==> src/rtl/lfd_defs.vh <==
`ifndef LFD_DEFS_VH
`define LFD_DEFS_VH

// Nominal rate of the crystal time base, in Hz.
`define LFD_TB_NOMINAL_HZ 32768

// First stage divides the time base by 256: one toggle bit and seven count bits.
`define LFD_PRE_DIV 256
`define LFD_PRE_BITS 7
`define LFD_PRE_LAST 7'h7f

// One-second frame of the intermediate pulse train.
`define LFD_FRAME_LEN 8'h80
`define LFD_FRAME_BITS 7

// Intermediate pulses removed per second in each mode.
`define LFD_DROP_60 8'h08
`define LFD_DROP_50 8'h1c

// Line-frequency to 10 Hz stage: modulus and count of high steps per mode.
`define LFD_DIV_60 4'h6
`define LFD_HIGH_60 4'h3
`define LFD_DIV_50 4'h5
`define LFD_HIGH_50 4'h2

// 10 Hz to 1 Hz stage.
`define LFD_DIV_SEC 4'ha
`define LFD_HIGH_SEC 4'h5

// Divider counter width.
`define LFD_DIV_BITS 4

`endif

==> src/rtl/lfd_mod_div.v <==
`timescale 1ns/10ps
`include "lfd_defs.vh"

// Modulo divider stepped by a one-cycle enable. The wave is high for the
// first high_in steps of each period and a wrap pulse marks each new period.
module lfd_mod_div #(
    parameter WIDTH = `LFD_DIV_BITS
) (
    // Clock and clear
    input wire clk_in,
    input wire clr_in,
    // Step control
    input wire step_in,
    input wire [WIDTH-1:0] modulus_in,
    input wire [WIDTH-1:0] high_in,
    // Results
    output reg wave_out,
    output reg wrap_out
);

    reg [WIDTH-1:0] cnt_q;
    reg [WIDTH-1:0] cnt_d;
    wire last_w;

    assign last_w = (cnt_q == (modulus_in - {{(WIDTH-1){1'b0}}, 1'b1}));

    always @* begin
        cnt_d = cnt_q;
        if (step_in) begin
            if (last_w) begin
                cnt_d = {WIDTH{1'b0}};
            end else begin
                cnt_d = cnt_q + {{(WIDTH-1){1'b0}}, 1'b1};
            end
        end
    end

    always @(posedge clk_in) begin
        if (clr_in) begin
            cnt_q <= {WIDTH{1'b0}};
            wave_out <= 1'b1;
            wrap_out <= 1'b0;
        end else begin
            cnt_q <= cnt_d;
            wave_out <= (cnt_d < high_in);
            wrap_out <= step_in & last_w;
        end
    end

endmodule

==> src/rtl/lfd_top.v <==
`timescale 1ns/10ps
`include "lfd_defs.vh"

module lfd_top (
    // Clock and reset
    input wire core_clk_in,
    input wire rst_in,
    // Crystal time base, sampled on the core clock
    input wire time_base_input_in,
    // Decoded line-frequency select
    input wire sel_60hz_in,
    input wire sel_float_in,
    // Divided outputs and hold flag
    output reg line_freq_out,
    output reg ten_hz_out,
    output reg one_hz_out,
    output reg hold_active_out
);

    // ************************************************************
    // Time base edge detection
    // ************************************************************

    reg tb_q;
    wire tb_rise_w;

    always @(posedge core_clk_in) begin
        if (rst_in) begin
            tb_q <= 1'b0;
        end else begin
            tb_q <= time_base_input_in;
        end
    end

    // Each rising edge of the crystal input advances the chain by one count.
    assign tb_rise_w = time_base_input_in & ~tb_q;

    // ************************************************************
    // Mode decode and chain clear
    // ************************************************************

    reg mode_60_q;
    reg was_float_q;
    wire mode_change_w;
    wire chain_clr_w;

    // The select pin arrives already decoded into a level and a float flag.
    assign mode_change_w = ~sel_float_in & (sel_60hz_in != mode_60_q);
    // Floating select or a mode switch restarts every stage after the toggle.
    assign chain_clr_w = rst_in | sel_float_in | mode_change_w;

    always @(posedge core_clk_in) begin
        if (rst_in) begin
            mode_60_q <= 1'b1;
            was_float_q <= 1'b0;
        end else begin
            was_float_q <= sel_float_in;
            if (!sel_float_in) begin
                mode_60_q <= sel_60hz_in;
            end
        end
    end

    // ************************************************************
    // Divide by 256
    // ************************************************************

    reg toggle_q;
    reg [`LFD_PRE_BITS-1:0] pre_q;
    wire pulse_128_w;

    // The toggle stage keeps running while the rest of the chain is held.
    always @(posedge core_clk_in) begin
        if (rst_in) begin
            toggle_q <= 1'b0;
        end else if (tb_rise_w) begin
            toggle_q <= ~toggle_q;
        end
    end

    always @(posedge core_clk_in) begin
        if (chain_clr_w) begin
            pre_q <= {`LFD_PRE_BITS{1'b0}};
        end else if (tb_rise_w && toggle_q) begin
            pre_q <= pre_q + {{(`LFD_PRE_BITS-1){1'b0}}, 1'b1};
        end
    end

    // One pulse every 256 time base edges.
    assign pulse_128_w = tb_rise_w & toggle_q & (pre_q == `LFD_PRE_LAST) & ~chain_clr_w;

    // ************************************************************
    // Pulse removal across the one-second frame
    // ************************************************************

    reg [`LFD_FRAME_BITS-1:0] frame_q;
    reg [`LFD_FRAME_BITS-1:0] acc_q;
    reg [`LFD_FRAME_BITS-1:0] acc_d;
    reg drop_w;
    reg [`LFD_FRAME_BITS:0] sum_w;
    wire [`LFD_FRAME_BITS:0] drop_cnt_w;
    wire keep_w;

    // Per-mode count of intermediate pulses removed each second.
    assign drop_cnt_w = mode_60_q ? `LFD_DROP_60 : `LFD_DROP_50;

    // A phase accumulator adds the drop count once per pulse and removes a
    // pulse on each overflow, so removals are spaced evenly and the total per
    // 128 pulses is exact. The accumulator returns to zero every frame.
    always @* begin
        sum_w = {1'b0, acc_q} + drop_cnt_w;
        drop_w = (sum_w >= `LFD_FRAME_LEN);
        if (drop_w) begin
            acc_d = sum_w[`LFD_FRAME_BITS-1:0];
        end else begin
            acc_d = sum_w[`LFD_FRAME_BITS-1:0];
        end
    end

    always @(posedge core_clk_in) begin
        if (chain_clr_w) begin
            acc_q <= {`LFD_FRAME_BITS{1'b0}};
            frame_q <= {`LFD_FRAME_BITS{1'b0}};
        end else if (pulse_128_w) begin
            frame_q <= frame_q + {{(`LFD_FRAME_BITS-1){1'b0}}, 1'b1};
            // Forcing zero at the frame end keeps the pattern locked to the second.
            if (frame_q == `LFD_PRE_LAST) begin
                acc_q <= {`LFD_FRAME_BITS{1'b0}};
            end else begin
                acc_q <= acc_d;
            end
        end
    end

    assign keep_w = pulse_128_w & ~drop_w;

    // ************************************************************
    // Halving stage: line-frequency output
    // ************************************************************

    wire line_step_w;

    // A kept pulse that takes the line output from low to high steps the next divider.
    assign line_step_w = keep_w & ~line_freq_out;

    always @(posedge core_clk_in) begin
        if (chain_clr_w) begin
            line_freq_out <= 1'b0;
        end else if (keep_w) begin
            line_freq_out <= ~line_freq_out;
        end
    end

    // ************************************************************
    // Line frequency to 10 Hz and 10 Hz to 1 Hz
    // ************************************************************

    wire [`LFD_DIV_BITS-1:0] ten_mod_w;
    wire [`LFD_DIV_BITS-1:0] ten_high_w;
    wire ten_wave_w;
    wire ten_wrap_w;
    wire one_wave_w;

    // Six steps with three high in 60 Hz mode, five with two high in 50 Hz mode.
    assign ten_mod_w = mode_60_q ? `LFD_DIV_60 : `LFD_DIV_50;
    assign ten_high_w = mode_60_q ? `LFD_HIGH_60 : `LFD_HIGH_50;

    lfd_mod_div #(
        .WIDTH(`LFD_DIV_BITS)
    ) u_ten_div (
        .clk_in(core_clk_in),
        .clr_in(chain_clr_w),
        .step_in(line_step_w),
        .modulus_in(ten_mod_w),
        .high_in(ten_high_w),
        .wave_out(ten_wave_w),
        .wrap_out(ten_wrap_w)
    );

    // Each new 10 Hz period steps the seconds divider, five of ten high.
    lfd_mod_div #(
        .WIDTH(`LFD_DIV_BITS)
    ) u_sec_div (
        .clk_in(core_clk_in),
        .clr_in(chain_clr_w),
        .step_in(ten_wrap_w),
        .modulus_in(`LFD_DIV_SEC),
        .high_in(`LFD_HIGH_SEC),
        .wave_out(one_wave_w),
        .wrap_out()
    );

    // ************************************************************
    // Output registers
    // ************************************************************

    always @(posedge core_clk_in) begin
        if (rst_in) begin
            ten_hz_out <= 1'b1;
            one_hz_out <= 1'b1;
            hold_active_out <= 1'b0;
        end else begin
            ten_hz_out <= ten_wave_w;
            one_hz_out <= one_wave_w;
            hold_active_out <= sel_float_in | was_float_q;
        end
    end

endmodule

==> config.mk <==
export PLATFORM = sky130hd
export DESIGN_NAME = lfd_top
export DESIGN_NICKNAME = d
export VERILOG_FILES = /design/src/rtl/lfd_mod_div.v /design/src/rtl/lfd_top.v
export VERILOG_INCLUDE_DIRS = /design/src /design/src/rtl
export SDC_FILE = /design/constraint.sdc
export NUM_CORES = 1
export LEC_CHECK = 0
export ABC_CLOCK_PERIOD_IN_PS = 4800
export BUFFER_PORTS_ARGS = -buffer_cell sky130_fd_sc_hd__buf_2
export CAP_MARGIN = 20
export CORE_MARGIN = 4
export CORE_UTILIZATION = 45
export CTS_CLUSTER_SIZE = 20
export DETAILED_ROUTE_END_ITERATION = 10
export HOLD_SLACK_MARGIN = 0.05
export PLACE_DENSITY_LB_ADDON = 0.05
export RECOVER_POWER = 50
export SYNTH_ARGS = -nofsm -noshare
export SYNTH_HDL_FRONTEND = slang
export SYNTH_SLANG_ARGS = --single-unit
==> constraint.sdc <==
create_clock -name core_clk_in -period 4.8 [get_ports core_clk_in]
set_input_delay 0.48 -clock core_clk_in [delete_from_list [all_inputs] [get_ports core_clk_in]]
set_output_delay 0.48 -clock core_clk_in [all_outputs]
set_load 0.01 [all_outputs]
==> results of run 1 <==
-- cell usage after synthesis, drive strengths merged --
master / number
dfxtp: 38
or3b: 1
inv: 4
nor2: 26
nand3b: 1
o221ai: 1
buf: 3
mux2i: 2
and4: 3
and3b: 1
or3: 2
or2b: 1
nor3b: 1
and3: 5
o311a: 1
nor2b: 7
a211o: 1
ha: 6
nand2: 12
and2b: 1
o21ai: 5
a41o: 1
o21a: 3
or4: 1
a221oi: 1
nand3: 5
xor2: 11
nand4: 8
a31oi: 1
nor3: 4
and2: 2
a22oi: 2
clkbuf: 3
xnor2: 8
or2: 2
a21oi: 8
o211ai: 1
o31a: 1
mux2: 1
-- how the worst min path moves through the flow --
stage | start | to | slack, ns | depth (start not counted)
after detailed placement | u_ten_div.wave_out | ten_hz_out | 0.40 | 1
final | u_ten_div.wave_out | ten_hz_out | 0.41 | 1
after floorplan | u_sec_div.wave_out | one_hz_out | 0.39 | 1
after global placement | u_sec_div.wave_out | one_hz_out | 0.40 | 1
after CTS | u_ten_div.wave_out | ten_hz_out | 0.41 | 1
after global routing | u_ten_div.wave_out | ten_hz_out | 0.43 | 1
-- sequential cells by signal, summed over array words and instances (netlist names) --
name / cells
line_freq_out: 1
frame_q: 7
hold_active_out: 1
pre_q: 7
u_sec_div.wave_out: 1
one_hz_out: 1
u_sec_div.cnt_q: 4
toggle_q: 1
ten_hz_out: 1
tb_q: 1
was_float_q: 1
acc_q: 5
mode_60_q: 1
u_ten_div.wave_out: 1
u_ten_div.cnt_q: 4
u_ten_div.wrap_out: 1
-- power by group --
part | switching, mW | leakage [nW] | internal [mW]
logic | 0.0126 | 0.321 | 0.00809
registers | 0.00206 | 0.308 | 0.318
clock network | 0.105 | 0.0524 | 0.155
total | 0.119 | 0.681 | 0.482
-- cell type report --
cell class | instances | share of cell area (%)
inverters | 4 | 0.802
clock buffers | 7 | 4.07
multi-input cells | 137 | 47.9
repair buffers | 8 | 1.80
well taps | 48 | 3.21
clock inverters | 1 | 1.60
flip-flops and latches | 38 | 40.6
-- routing by layer --
metal	track usage [%]	routed length [um]	part of all wire (%)	vias to the layer above
met4	8.72	111	3.7	0
met1	15.6	1350	45	601
met5	0	0	0	-
li1	-	-	-	663
met2	22.4	1470	48	19
met3	4.20	98	3.2	11
-- metrics by stage --
step	util, %	std cells	worst slack, ns	hold WS (ns)	power (mW)
floorplan	-	185	2.92	0.389	0.345
global placement	48.7	235	2.80	0.397	0.349
detailed placement	48.7	235	2.72	0.398	0.350
CTS	51.6	243	2.70	0.415	0.613
global route	51.2	243	2.23	0.432	0.628
finish	51.2	243	2.46	0.413	0.601
-- kinds of logic (layout without fill, tap and decap cells) --
kind of cell	Yosys count	count (layout)	synth area share, %
DFF	38	38	44.3
AOI/OAI and AO/OA	26	26	10.9
adders and majority gates	6	6	4.37
and+or+nand+nor	83	83	26.2
buffers and inverters	10	20	2.77
xor gates and xnor gates	19	19	9.69
muxes	3	3	1.82
==> results.py, run 1 <==
metrics = {
    "layout": {
        "layout_commonest_cell": "dfxtp_1",
        "multiInputGateArea_sq_um": 897,
        "layout_common_cells": "dfxtp_1 (38), nor2_1 (26), nand2_1 (12)",
        "fin_area_sq_um": 1870,
        "antenna_cells": 0,
        "fillers": 358,
        "drive_above_1_share_pct": 9.74,
        "finalNetCount": 205,
        "syn2layout_area_growth_pct": 9.11,
        "seqCellArea_sq_um": 761,
    },
    "grt": {
        "grt_max_degree": 26,
        "grt_usage_pct": 13.8,
        "grt_pass1_vias": 1241,
        "grt_antenna_before_repair": 0,
        "grt_overflow": 0,
        "grt_first_pass_wirelength_mm": 5.39,
    },
    "worst_setup_path": {
        "crit_slowest_cell": "nor3_1",
        "arrival_ns": 2.54,
        "cp_slowest_stage_delay_ns": 0.86,
        "rr_endpoint": "u_ten_div.cnt_q[0]",
        "r2r_setup_slack_ns": 2.46,
        "cp-end-kind": "flip-flop",
        "cp_max_fo": 10,
        "cp_num_cells": 5,
        "crit_required_ns": 5.01,
        "reg2regPathDepth": 5,
        "timing.rr.start": "mode_60_q",
        "worst-path-buf-inv": 0,
        "crit_family": "simple AND/OR/NAND/NOR gates",
        "crit_type": "flip-flop to flip-flop",
        "cp-start-kind": "flip-flop",
        "endpoint": "u_ten_div.cnt_q[0]",
        "crit_start": "mode_60_q",
        "cp_cell_sequence": "xor2_1 -> nor3_1 -> nand4_1 -> or3b_1 -> a21oi_1",
    },
    "sta": {
        "timing.fmax_ghz": 0.428,
        "tns_ns": 0,
        "tightestPinTransition_ns": 1.12,
        "min_period_ns": 2.34,
        "clock_skew_ns": 0.00784,
        "setup_viol": 0,
        "slew_headroom_pct": 24.6,
        "slew_viol_final": 0,
        "hold_violations": 0,
        "period_share_pct": 48.7,
        "rsz0062_at_grt": "no",
    },
    "detailed_routing": {
        "final_antenna_net_count": 0,
        "vias_per_cell": 5.33,
        "detail_route.wirelength_mm": 3.03,
        "post_drt_wl_per_cell_um": 12.5,
        "drt_pre_antenna_iters": 4,
        "drt_iter0_markers": 36,
        "vias": 1294,
        "drc": 0,
    },
    "clock_network": {
        "post_cts_buffers": 0,
        "cts_resized": 0,
        "clkTransAtPathRegs_ns": 0.07,
        "cts_root_buf": "clkbuf_8",
        "cts_hold_buf": 0,
        "clk_latency_ns": 0.29,
        "cts_buffer_depth": 2,
        "cts_sinks": 38,
        "cts_tree": "done",
        "cts_buffers": 5,
        "htreeDepth": 2,
    },
    "placement": {
        "dp_hpwl_mm": 2.21,
        "placed_cell_area_sq_um": 1780,
        "gp_congestion": 0.793,
        "port_buffers": 8,
    },
    "logic_synthesis": {
        "synth-seq-area-share_pct": 44.3,
        "yosys.area.top_type_share_pct": 44.3,
        "syn_avg_cell_area_sq_um": 9.28,
        "syn-num-nets": 196,
        "ys_types": 43,
        "syn-instance-count": 185,
        "synthTopCellsByArea": "dfxtp_1 (44%), nor2_1 (5.7%), xor2_1 (5.6%)",
        "ys_seq_elements": 38,
        "ys_warn_count": 0,
        "syn_area_sq_um": 1720,
        "yosysTopAreaCell": "dfxtp_1",
    },
    "pwr": {
        "irDropWorstVdd_uv": 186,
        "power_leakage_nw": 0.681,
        "power_per_cell_area_nw_per_um2": 321,
    },
    "floorplan": {
        "io_pins": 9,
        "row_count": 22,
        "dieArea_sq_um": 4870,
        "start_util_pct": 46.9,
        "coreArea_sq_um": 3660,
        "die_h_um": 69.8,
        "die_w_um": 69.8,
    },
    "flow_run": {
        "drv_cap": 0,
    },
    "hold_path": {
        "hold_class": "flip-flop to flip-flop",
    },
    "run_status": {
        "status": "finished clean",
    },
}
(Power assumes the default switching activity.)
==> run 2, diff against run 1 <==
ABC_CLOCK_PERIOD_IN_PS = 2300   (was 4800)
clock period = 2.3 ns   (was 4.8 ns; I/O delays follow)
==> results.py, run 2 (synthesis gave the netlist of run 1 again) <==
metrics = {
    "detailed_routing": {
        "final_antenna_net_count": 0,
        "post_drt_wl_per_cell_um": 12.3,
        "detail_route.wirelength_mm": 3.00,
        "vias_per_cell": 5.23,
        "drc": 0,
        "drt_pre_antenna_iters": 4,
        "vias": 1277,
        "drt_iter0_markers": 30,
    },
    "layout": {
        "top_regs": "frame_q (7), pre_q (7), acc_q (5)",
        "fin_area_sq_um": 1870,
        "antenna_cells": 0,
        "fin_cells": 244,
        "fillers": 360,
        "syn2layout_area_growth_pct": 8.89,
        "finalNetCount": 207,
        "drive_above_1_share_pct": 11.7,
        "layout_commonest_cell": "dfxtp_1",
        "layout_common_cells": "dfxtp_1 (38), nor2_1 (26), nand2_1 (12)",
    },
    "floorplan": {
        "coreArea_sq_um": 3660,
        "die_h_um": 69.8,
        "start_util_pct": 46.9,
        "dieArea_sq_um": 4870,
        "row_count": 22,
        "io_pins": 9,
        "die_w_um": 69.8,
    },
    "sta": {
        "setup_viol": 0,
        "period_share_pct": 93.0,
        "layout_setup_ws_ns": 0.160,
        "hold_violations": 0,
        "timing.fmax_ghz": 0.467,
        "clock_skew_ns": 0.00656,
        "tightestPinTransition_ns": 0.512,
        "tns_ns": 0,
        "rsz0062_at_grt": "no",
        "min_period_ns": 2.14,
        "slew_viol_final": 0,
        "slew_headroom_pct": 65.9,
    },
    "worst_setup_path": {
        "crit_type": "flip-flop to flip-flop",
        "arrival_ns": 2.34,
        "crit_slowest_cell": "dfxtp_1",
        "cp-end-kind": "flip-flop",
        "cp-start-kind": "flip-flop",
        "crit_required_ns": 2.50,
        "cp_slowest_stage_delay_ns": 0.45,
        "cp_cell_sequence": "inv_1 -> ha_1 -> o21a_1 -> o211ai_2 -> nand3_2 -> o311a_2 -> a221oi_2",
        "cp_max_fo": 6,
    },
    "grt": {
        "grt_first_pass_wirelength_mm": 5.21,
        "grt_overflow": 0,
        "grt_max_degree": 26,
        "grt_antenna_before_repair": 0,
        "grt_usage_pct": 13.4,
        "grt_pass1_vias": 1190,
    },
    "clock_network": {
        "cts_hold_buf": 0,
        "cts_resized": 0,
        "cts_tree": "done",
        "clkTransAtPathRegs_ns": 0.07,
        "cts_buffers": 5,
        "clk_latency_ns": 0.29,
        "cts_root_buf": "clkbuf_8",
        "cts_sinks": 38,
        "cts_buffer_depth": 2,
        "post_cts_buffers": 0,
        "htreeDepth": 2,
    },
    "pwr": {
        "power_leakage_nw": 0.684,
        "power_per_cell_area_nw_per_um2": 606,
        "irDropWorstVdd_uv": 261,
    },
    "placement": {
        "port_buffers": 8,
        "dp_slack_ns": 0.184,
        "gp_congestion": 0.794,
        "placed_cell_area_sq_um": 1800,
        "dp_hpwl_mm": 2.24,
        "dp_cells": 237,
    },
    "flow_run": {
        "drv_cap": 0,
    },
    "run_status": {
        "status": "finished clean",
    },
    "hold_path": {
        "hold_class": "input port to flip-flop",
    },
}
==> run 2: cell count changes in the layout (fill, tap and decap cells not counted) <==
cell / change
clkbuf_1: -2
clkinv_2: +2
buf_4: +1
bufinv_16: -1
clkbuf_2: +1
nor3_1: -1
nor3_4: +1
==> run 2: through the flow <==
step	hold WS [ns]	power, mW	utilization [%]
3_3_place_gp	0.399	0.731	49.1
4_1_cts	0.184	1.15	51.3
3_5_place_dp	0.402	0.732	49.1
5_1_grt	0.202	1.19	51.1
6_report	0.192	1.13	51.1
2_1_floorplan	0.350	0.720	-
==> run 2: critical path: cells and delay by family (launching register included) <==
kind / cells / cell delay (ns)
buffers and inverters: 1 / 0.10
DFF: 1 / 0.45
adders and majority gates: 1 / 0.35
AOI/OAI and AO/OA: 4 / 0.99
and+or+nand+nor: 1 / 0.18
==> run 2: worst paths after layout <==
path | startpoint | endpoint | slack [ns] | cells after the start
setup / recovery | mode_60_q | u_ten_div.wave_out | 0.16 | 7
hold / removal | time_base_input_in | tb_q | 0.19 | 2
setup reg to reg | mode_60_q | u_ten_div.wave_out | 0.16 | 7
hold reg to reg | u_sec_div.wave_out | one_hz_out | 0.41 | 1
==> run 2: cell type report <==
class / instances / area (sq um) / share of cell area (%)
Multi-Input combinational cell: 137 / 908 / 48.6
Sequential cell: 38 / 761 / 40.7
Clock buffer: 5 / 68.8 / 3.68
Tap cell: 48 / 60.1 / 3.21
Timing Repair Buffer: 10 / 46.3 / 2.48
Inverter: 4 / 15.0 / 0.803
Clock inverter: 2 / 10.0 / 0.535
==> run 2: per-layer routing <==
metal	track usage [%]	share of wire, %	vias to the layer above	wire length (um)
met5	0	0	-	0
li1	-	-	667	-
met4	6.38	2.4	0	71
met1	14.9	47	586	1400
met3	4.93	3.2	10	97
met2	22.4	48	14	1430
==> run 2: where the power goes <==
group          switching, mW  internal, mW  total, mW
logic                 0.0284        0.0181     0.0464
registers            0.00465         0.664      0.669
clock network          0.215         0.203      0.418
